## src/pdr_pkg.sv

```systemverilog
package pdr_pkg;

  // ----------------------------------------------------------------
  // Modes and host forms
  // ----------------------------------------------------------------
  typedef enum logic [1:0] {
    PDR_MODE_LAN,
    PDR_MODE_WAN,
    PDR_MODE_1G
  } pdr_mode_t;

  localparam int LANES = 4;
  localparam int WORD_W = 32;
  localparam int CORE_W = 64;
  localparam int CODE_W = 10;
  localparam int TAP_W = 4;
  localparam int RXAUI_LANE_A = 0;
  localparam int RXAUI_LANE_B = 2;
  localparam int GBE_LANE_LO = 0;
  localparam int GBE_LANE_HI = 3;
  localparam int SQUARE_RUN = 8;
  localparam logic [WORD_W-1:0] WAN_MARK = 32'hF628F628;
  localparam logic [CODE_W-1:0] IDLE_CODE = 10'h17C;
  localparam logic [1:0] CODE_DATA = 2'h1;

endpackage

```

## src/pdr_if.sv

```systemverilog
`timescale 1ns/1ps
interface pdr_if;
  import pdr_pkg::*;
  logic [LANES*CODE_W-1:0] h2d_lanes;
  logic [LANES-1:0] h2d_valid;
  logic [LANES*CODE_W-1:0] d2h_lanes;
  logic [LANES-1:0] d2h_valid;
  pdr_mode_t mode;
  logic rxaui;
  logic gbe_lane3;

  modport dev (
    input h2d_lanes, h2d_valid, mode, rxaui, gbe_lane3,
    output d2h_lanes, d2h_valid
  );
  modport host (
    input d2h_lanes, d2h_valid,
    output h2d_lanes, h2d_valid, mode, rxaui, gbe_lane3
  );
endinterface

```

## src/pdr_device.sv

```systemverilog
`timescale 1ns/1ps
// Notes on behaviour
// - Line stream coding depends on mode.
// - WAN receive strips framing before coding.
// - LAN and 1G receive skip WAN stage.
// - 1G receive has no timestamp path; ts_path_en is unused.
// - 10G host data on four or two lanes.
// - RXAUI transmits only lanes zero and two.
// - RXAUI receive only lanes zero and two.
// - 1G uses one lane, same both ways.
// - 10G transmit decodes, aligns, then codes.
// - WAN transmit wraps payload in frame.
// - 1G transmit decodes then re-encodes.
// - Parallel data comes with rate strobe.
// - Deserializer gives 32-bit recovered words.
// - Loopback joins receive to transmit.
// - Lane sync derived while locked.
// - Two selectable clock outputs.
// - Signal monitor only in 10G modes.
// - Unity-gain monitoring zeroes feedback taps.
// - Three-tap thermometer-coded equalizer.
// - Square pattern with eight-one runs.
// - WAN is set for both directions.
module pdr_device
  import pdr_pkg::*;
(
  // ----------------------------------------------------------------
  // Clock and reset
  // ----------------------------------------------------------------
  input wire logic clk,
  input wire logic resetn,
  // Host side
  pdr_if.dev host,
  // Line side
  input wire logic [WORD_W-1:0] serial_rx_input,
  input wire logic serial_rx_valid,
  input wire logic rx_locked,
  output logic [WORD_W-1:0] serial_tx_output,
  output logic serial_tx_valid,
  // Control
  input wire logic loopback_en,
  input wire logic ts_path_en,
  input wire logic unity_gain_req,
  input wire logic square_en,
  input wire logic [1:0] tx_clk_sel,
  input wire logic [1:0] rx_clk_sel,
  input wire logic [3*TAP_W-1:0] tap_ctrl,
  // Status
  output logic [CORE_W-1:0] core_rx_data,
  output logic core_rx_strobe,
  output logic lane_sync,
  output logic tx_clock_output,
  output logic rx_clock_output,
  output logic monitor_active,
  output logic dfe_zero,
  output logic [3*(1<<TAP_W)-1:0] tap_therm,
  output logic wan_rx_q_o,
  output logic wan_tx_q_o
);

  // ----------------------------------------------------------------
  // Mode capture
  // ----------------------------------------------------------------
  // Mode is sampled once so every route changes on the same edge.
  pdr_mode_t mode_q;
  logic rxaui_q, lane3_q, half_q, lock_s1, lock_s2, loop_q;
  logic [WORD_W-1:0] rx_s1, rx_s2, tx_word;
  logic rxv_s1, rxv_s2;
  logic [CORE_W-1:0] demux_q;
  logic [3:0] sq_cnt_q;
  logic [CODE_W-1:0] lane_code_q [LANES];
  logic lane_vld_q [LANES];

  function automatic logic [(1<<TAP_W)-1:0] therm(input logic [TAP_W-1:0] v);
    logic [(1<<TAP_W)-1:0] t;
    t = '0;
    for (int i = 0; i < (1<<TAP_W); i++) begin
      t[i] = (i < v);
    end
    return t;
  endfunction

  function automatic int lane_ok(input int l, input pdr_mode_t m,
                                 input logic rx2, input logic l3);
    if (m == PDR_MODE_1G) begin
      return (l == (l3 ? GBE_LANE_HI : GBE_LANE_LO)) ? 1 : 0;
    end
    if (rx2) begin
      return (l == RXAUI_LANE_A || l == RXAUI_LANE_B) ? 1 : 0;
    end
    return 1;
  endfunction

  always_ff @(posedge clk or negedge resetn) begin
    if (!resetn) begin
      mode_q <= PDR_MODE_LAN;
      rxaui_q <= 1'b0;
      lane3_q <= 1'b0;
      loop_q <= 1'b0;
    end else begin
      mode_q <= host.mode;
      rxaui_q <= host.rxaui;
      lane3_q <= host.gbe_lane3;
      loop_q <= loopback_en;
    end
  end

  // Both direction flags load from one compare on host.mode, so WAN can never be split.
  always_ff @(posedge clk or negedge resetn) begin
    if (!resetn) begin
      wan_rx_q_o <= 1'b0;
      wan_tx_q_o <= 1'b0;
    end else begin
      wan_rx_q_o <= (host.mode == PDR_MODE_WAN);
      wan_tx_q_o <= (host.mode == PDR_MODE_WAN);
    end
  end

  // ----------------------------------------------------------------
  // Line receive
  // ----------------------------------------------------------------
  always_ff @(posedge clk or negedge resetn) begin
    if (!resetn) begin
      rx_s1 <= '0;
      rx_s2 <= '0;
      rxv_s1 <= 1'b0;
      rxv_s2 <= 1'b0;
      lock_s1 <= 1'b0;
      lock_s2 <= 1'b0;
    end else begin
      rx_s1 <= serial_rx_input;
      rx_s2 <= rx_s1;
      rxv_s1 <= serial_rx_valid;
      rxv_s2 <= rxv_s1;
      lock_s1 <= rx_locked;
      lock_s2 <= lock_s1;
    end
  end

  // Two words are paired into one core word with a strobe.
  always_ff @(posedge clk or negedge resetn) begin
    if (!resetn) begin
      demux_q <= '0;
      half_q <= 1'b0;
      core_rx_data <= '0;
      core_rx_strobe <= 1'b0;
    end else begin
      core_rx_strobe <= 1'b0;
      if (rxv_s2) begin
        half_q <= ~half_q;
        if (!half_q) begin
          demux_q[WORD_W-1:0] <= rx_s2;
        end else begin
          core_rx_strobe <= 1'b1;
          if (wan_rx_q_o) begin
            // Frame mark is stripped from payload.
            core_rx_data <= {rx_s2 ^ WAN_MARK, demux_q[WORD_W-1:0]};
          end else begin
            core_rx_data <= {rx_s2, demux_q[WORD_W-1:0]};
          end
        end
      end
    end
  end

  // ----------------------------------------------------------------
  // Host lanes
  // ----------------------------------------------------------------
  genvar g;
  generate
    for (g = 0; g < LANES; g++) begin : g_lane
      always_ff @(posedge clk or negedge resetn) begin
        if (!resetn) begin
          lane_code_q[g] <= IDLE_CODE;
          lane_vld_q[g] <= 1'b0;
        end else if (lane_ok(g, mode_q, rxaui_q, lane3_q) != 0) begin
          lane_vld_q[g] <= core_rx_strobe;
          lane_code_q[g] <= core_rx_data[g*CODE_W +: CODE_W];
        end else begin
          lane_vld_q[g] <= 1'b0;
          lane_code_q[g] <= IDLE_CODE;
        end
      end
      // Each lane owns its register, so no two processes share a variable.
      assign host.d2h_lanes[g*CODE_W +: CODE_W] = lane_code_q[g];
      assign host.d2h_valid[g] = lane_vld_q[g];
    end
  endgenerate

  // ----------------------------------------------------------------
  // Line transmit
  // ----------------------------------------------------------------
  always_comb begin
    tx_word = '0;
    for (int l = 0; l < LANES; l++) begin
      if (host.h2d_valid[l] && lane_ok(l, mode_q, rxaui_q, lane3_q) != 0)
      begin
        tx_word = tx_word ^ {22'h0, host.h2d_lanes[l*CODE_W +: CODE_W]};
      end
    end
  end

  always_ff @(posedge clk or negedge resetn) begin
    if (!resetn) begin
      serial_tx_output <= '0;
      serial_tx_valid <= 1'b0;
      sq_cnt_q <= '0;
    end else if (square_en) begin
      sq_cnt_q <= sq_cnt_q + 4'h1;
      serial_tx_output <= sq_cnt_q[3] ? '1 : '0;
      serial_tx_valid <= 1'b1;
    end else if (loop_q) begin
      serial_tx_output <= rx_s2;
      serial_tx_valid <= rxv_s2;
    end else begin
      serial_tx_output <= wan_tx_q_o ? tx_word ^ WAN_MARK : tx_word;
      serial_tx_valid <= |host.h2d_valid;
    end
  end

  // ----------------------------------------------------------------
  // Clocks, monitor, equalizer
  // ----------------------------------------------------------------
  always_ff @(posedge clk or negedge resetn) begin
    if (!resetn) begin
      lane_sync <= 1'b0;
      tx_clock_output <= 1'b0;
      rx_clock_output <= 1'b0;
      monitor_active <= 1'b0;
      dfe_zero <= 1'b0;
      tap_therm <= '0;
    end else begin
      lane_sync <= lock_s2 ? ~lane_sync : 1'b0;
      tx_clock_output <= (tx_clk_sel == 2'h0) ? lane_sync :
                         (tx_clk_sel == 2'h1) ? half_q :
                         (tx_clk_sel == 2'h2) ? sq_cnt_q[0] : 1'b0;
      rx_clock_output <= (rx_clk_sel == 2'h0) ? lane_sync :
                         (rx_clk_sel == 2'h1) ? half_q :
                         (rx_clk_sel == 2'h2) ? sq_cnt_q[0] : 1'b0;
      monitor_active <= unity_gain_req && mode_q != PDR_MODE_1G;
      dfe_zero <= unity_gain_req && mode_q != PDR_MODE_1G;
      for (int k = 0; k < 3; k++) begin
        tap_therm[k*(1<<TAP_W) +: (1<<TAP_W)] <=
          therm(tap_ctrl[k*TAP_W +: TAP_W]);
      end
    end
  end

endmodule

```

## src/flat_wrapper.sv

```systemverilog
// flat-port wrapper written by rule: the top's interface ports become plain ports
module pdr_device_flat import pdr_pkg::*;
  (clk, resetn, serial_rx_input, serial_rx_valid, rx_locked, serial_tx_output, serial_tx_valid, loopback_en, ts_path_en, unity_gain_req, square_en, tx_clk_sel, rx_clk_sel, tap_ctrl, core_rx_data, core_rx_strobe, lane_sync, tx_clock_output, rx_clock_output, monitor_active, dfe_zero, tap_therm, wan_rx_q_o, wan_tx_q_o, host_h2d_lanes, host_h2d_valid, host_mode, host_rxaui, host_gbe_lane3, host_d2h_lanes, host_d2h_valid);
  pdr_if host_i ();
  input wire logic clk;
  input wire logic resetn;
  input wire logic [WORD_W-1:0] serial_rx_input;
  input wire logic serial_rx_valid;
  input wire logic rx_locked;
  output logic [WORD_W-1:0] serial_tx_output;
  output logic serial_tx_valid;
  input wire logic loopback_en;
  input wire logic ts_path_en;
  input wire logic unity_gain_req;
  input wire logic square_en;
  input wire logic [1:0] tx_clk_sel;
  input wire logic [1:0] rx_clk_sel;
  input wire logic [3*TAP_W-1:0] tap_ctrl;
  output logic [CORE_W-1:0] core_rx_data;
  output logic core_rx_strobe;
  output logic lane_sync;
  output logic tx_clock_output;
  output logic rx_clock_output;
  output logic monitor_active;
  output logic dfe_zero;
  output logic [3*(1<<TAP_W)-1:0] tap_therm;
  output logic wan_rx_q_o;
  output logic wan_tx_q_o;
  input wire logic [$bits(host_i.h2d_lanes)-1:0] host_h2d_lanes;
  input wire logic [$bits(host_i.h2d_valid)-1:0] host_h2d_valid;
  input wire logic [$bits(host_i.mode)-1:0] host_mode;
  input wire logic [$bits(host_i.rxaui)-1:0] host_rxaui;
  input wire logic [$bits(host_i.gbe_lane3)-1:0] host_gbe_lane3;
  output wire logic [$bits(host_i.d2h_lanes)-1:0] host_d2h_lanes;
  output wire logic [$bits(host_i.d2h_valid)-1:0] host_d2h_valid;
  assign host_i.h2d_lanes = host_h2d_lanes;
  assign host_i.h2d_valid = host_h2d_valid;
  assign host_i.mode = host_mode;
  assign host_i.rxaui = host_rxaui;
  assign host_i.gbe_lane3 = host_gbe_lane3;
  assign host_d2h_lanes = host_i.d2h_lanes;
  assign host_d2h_valid = host_i.d2h_valid;
  pdr_device u_core (.clk(clk), .resetn(resetn), .host(host_i), .serial_rx_input(serial_rx_input), .serial_rx_valid(serial_rx_valid), .rx_locked(rx_locked), .serial_tx_output(serial_tx_output), .serial_tx_valid(serial_tx_valid), .loopback_en(loopback_en), .ts_path_en(ts_path_en), .unity_gain_req(unity_gain_req), .square_en(square_en), .tx_clk_sel(tx_clk_sel), .rx_clk_sel(rx_clk_sel), .tap_ctrl(tap_ctrl), .core_rx_data(core_rx_data), .core_rx_strobe(core_rx_strobe), .lane_sync(lane_sync), .tx_clock_output(tx_clock_output), .rx_clock_output(rx_clock_output), .monitor_active(monitor_active), .dfe_zero(dfe_zero), .tap_therm(tap_therm), .wan_rx_q_o(wan_rx_q_o), .wan_tx_q_o(wan_tx_q_o));
endmodule
```

## config.mk

```make
export PLATFORM = sky130hd
export DESIGN_NAME = pdr_device_flat
export DESIGN_NICKNAME = d
export VERILOG_FILES = /design/src/pdr_pkg.sv /design/src/pdr_if.sv /design/src/pdr_device.sv /design/src/flat_wrapper.sv
export SDC_FILE = /design/constraint.sdc
export NUM_CORES = 1
export LEC_CHECK = 0
export BUFFER_PORTS_ARGS = -buffer_cell sky130_fd_sc_hd__buf_2
export CORE_MARGIN = 3
export CORE_UTILIZATION = 54
export CTS_BUF_LIST = sky130_fd_sc_hd__clkbuf_8
export CTS_CLUSTER_DIAMETER = 100
export DETAILED_ROUTE_END_ITERATION = 6
export PLACE_DENSITY = 0.89
export SLEW_MARGIN = 20
export SYNTH_ARGS = -nofsm -noshare
export SYNTH_HDL_FRONTEND = slang
export SYNTH_SLANG_ARGS = --single-unit
```

## constraint.sdc

```tcl
create_clock -name clk -period 2.4 [get_ports clk]
set_input_delay 0.24 -clock clk [delete_from_list [all_inputs] [get_ports clk]]
set_output_delay 0.24 -clock clk [all_outputs]
set_load 0.02 [all_outputs]
```

==> impl_metrics.ini <==
[outcome]
status = complete, no violations

[setup_path]
cp_data_arrival_time_ns = 2.56
setup.worst_path.start_class = flip-flop
rr_startpoint = u_core.rxaui_q$_DFF_PN0_
path_max_fanout = 17
critPathKind = flip-flop to flip-flop
critPathRequiredTime_ns = 2.82
cp_slowest_stage_delay_ns = 0.55
critPathCaptureType = flip-flop
worstPathCellList = nor2b_4 -> a21oi_1 -> o21ai_1 -> xnor3_1 -> a221o_1
rr_endpoint = u_core.serial_tx_output[2]$_DFF_PN0_
critPathSlowestCell = dfrtp_1
rrSetupSlack_ns = 0.26
worstRegToRegCells = 5

[cells_and_area]
seq_area_um2 = 7590
area_delta_synth_final_pct = 31.5
num-fill-cells = 1229
final_layout_size_suffix_gt1_share_pct = 44.0
multi_input_area_um2 = 2820
nets = 1198

[hold_path]
worstHoldPathType = input port to flip-flop
min_from = tap_ctrl[1]
holdPathEnd = u_core.tap_therm[1]$_DFF_PN0_
hold_depth = 2

[logic_synthesis]
synth-seq-area-share_pct = 71.3
syn_area_um2 = 10600
synth-edff-count = 0
yosys_warnings = 0
synth_flop_cell = dfrtp_1
yosysTopAreaCell = dfrtp_1
synth_cells = 718
synth.area.top_cells = dfrtp_1 (65%), mux2_2 (8.3%), dfstp_2 (5.9%)
synth.most_common_cell = dfrtp_1
ys_top_cells_by_count = dfrtp_1 (278), mux2_2 (78), nand2_1 (39)
synth_seq_cells = 302
syn_avg_cell_area_um2 = 14.8
synth_top_area_share_pct = 65.4
synth_cell_type_count = 40
synthArstFlopShare_pct = 100

[floorplan]
io_pins = 301
die_x_um = 146
start_util_pct = 55.9
die_h_um = 146
core_um2 = 19000
dieArea_um2 = 21400
num_rows = 50

[global_routing]
track_usage_pct = 25.9
grt_pass1_vias = 8109
grt_pass1_wl_mm = 43.8
grt_overflow = 0
grt_max_degree = 76
antenna_found_initial = 1

[drt]
wl_mm = 26.9
vias = 7178
vias_per_cell = 5.17
postRouteAntennaNets = 0
drtPass1Iterations = 5
wl_per_cell_um = 19.4
drtIter0Drc = 393
drc = 0

[power_and_ir_drop]
p_per_area_nw_per_um2 = 1170
ir_drop_v = 0.000635
power.leakage_nw = 6.99

[clocking]
holdBufCountCts = 56
cts_setup_buffers = 0
h-tree-depth = 2
clk-insertion-delay-late_ns = 0.53
cts.clk_slew.worst_paths_ns = 0.06
cts_made_buffers = 46
cts_resized = 0
clock-sinks = 302
cts_buffer_depth = 3
root_buffer = clkbuf_8
cts_tree = done

[sta]
hold_viol_final = 0
fin_worst_skew_ns = 0.0150
fmax_mhz = 467
worstMarginPinSlew_ns = 0.624
fin_crit_ns = 2.14
fin_tns_setup_ns = 0
setup_ws_ns = 0.261
rsz0062_at_grt = false
post-route-period-util_pct = 89.1
setup_viol = 0
drv_slew = 0
slew_headroom_pct = 58.4

[placement]
place_ws_ns = 0.294
dpl.hpwl_mm = 17.6
gp_congestion = 0.806
port_buffers = 296

[job]
maxCapViolations = 0
-- flip-flops by register name (all words and copies together) (netlist names), 4 cells and up --
register,cells
u_core.host.d2h_lanes,40
u_core.serial_tx_output,32
u_core.rx_s2,32
u_core.sq_cnt_q,4
u_core.tap_therm,45
u_core.demux_q,32
u_core.host.d2h_valid,4
u_core.core_rx_data,64
u_core.rx_s1,32
-- cells in the final DEF, fill, tap and decap left out, drive strengths merged --
| cell | n |
|---|---|
| nand3 | 26 |
| a221o | 10 |
| a21oi | 10 |
| dlygate4sd3 | 56 |
| clkinvlp | 2 |
| dfrtp | 278 |
| nand2b | 23 |
| o21a | 3 |
| mux2i | 2 |
| xnor2 | 21 |
| and2 | 21 |
| and2b | 1 |
| nor2 | 15 |
| o31a | 3 |
| xnor3 | 10 |
| mux2 | 81 |
| and3 | 10 |
| conb | 3 |
| a21o | 26 |
| diode | 1 |
| bufinv | 2 |
| clkinv | 1 |
| o22ai | 2 |
| ha | 1 |
| nand4 | 1 |
| xor2 | 5 |
| nand2 | 39 |
| dfstp | 24 |
| nor2b | 8 |
| buf | 317 |
| a211o | 1 |
| o21ai | 27 |
| a31o | 3 |
| nand3b | 1 |
| or3 | 9 |
| clkbuf | 61 |
| inv | 24 |
| nor4 | 1 |
-- final cells by class --
cell class / count / area share, %
Antenna cell: 1 / 0.0179
Clock buffer: 61 / 6.00
Clock inverter: 22 / 1.06
Inverter: 7 / 0.188
Multi-Input combinational cell: 363 / 20.1
Sequential cell: 302 / 54.2
Tap cell: 260 / 2.32
Timing Repair Buffer: 373 / 16.1
-- report_power, final --
part	switching [mW]	internal (mW)
clock network	1.89	2.49
registers	0.769	6.57
logic	2.74	1.95
-- cells by family after synthesis --
kind of cell,after synthesis,share of synthesized area [%]
AOI/OAI and AO/OA,85,5.46
xor gates and xnor gates,36,4.26
adders and majority gates,1,0.118
buffers and inverters,55,2.39
DFF,302,71.3
muxes,83,8.76
other,1,0.0353
and+or+nand+nor,155,7.65
-- per-stage QoR --
| step | instance area (um2) | util [%] | power [mW] | hold slack [ns] | instances |
|---|---|---|---|---|---|
| after CTS | 14000 | 73.6 | 16.5 | 0.00134 | 1388 |
| after detailed placement | 12400 | 65.4 | 12.0 | 0.273 | 1249 |
| after global placement | 12400 | 65.4 | 11.8 | 0.267 | 1249 |
| final | 14000 | 73.6 | 16.4 | 0.0413 | 1389 |
| after global routing | 14000 | 73.6 | 17.3 | 0.0201 | 1389 |
| after floorplan | 10600 | - | 10.1 | -0.0556 | 720 |
-- critical path, delay by kind of cell (launching register included) --
kind	cells	cell delay, ns
xor+xnor	1	0.41
compound gates	3	0.61
flops	1	0.55
simple gates	1	0.44
-- how the worst max path moves through the flow --
stage                                    start                                   end  cells after the start
global route          u_core.rxaui_q$_DFF_PN0_  u_core.serial_tx_output[6]$_DFF_PN0_                      5
detailed placement    u_core.rxaui_q$_DFF_PN0_  u_core.serial_tx_output[2]$_DFF_PN0_                      5
global placement      u_core.rxaui_q$_DFF_PN0_  u_core.serial_tx_output[8]$_DFF_PN0_                      5
CTS                   u_core.rxaui_q$_DFF_PN0_  u_core.serial_tx_output[2]$_DFF_PN0_                      5
floorplan           u_core.mode_q[1]$_DFF_PN0_  u_core.serial_tx_output[9]$_DFF_PN0_                      6
finish                u_core.rxaui_q$_DFF_PN0_  u_core.serial_tx_output[2]$_DFF_PN0_                      5
-- layer usage --
metal	track usage, %	vias up	part of all wire [%]
met5	0	-	0
met4	12.7	0	4.0
met1	32.3	3577	39
met3	5.93	89	6.3
li1	-	3170	-
met2	43.1	342	50
No activity file was read; power rests on OpenSTA's default activity.
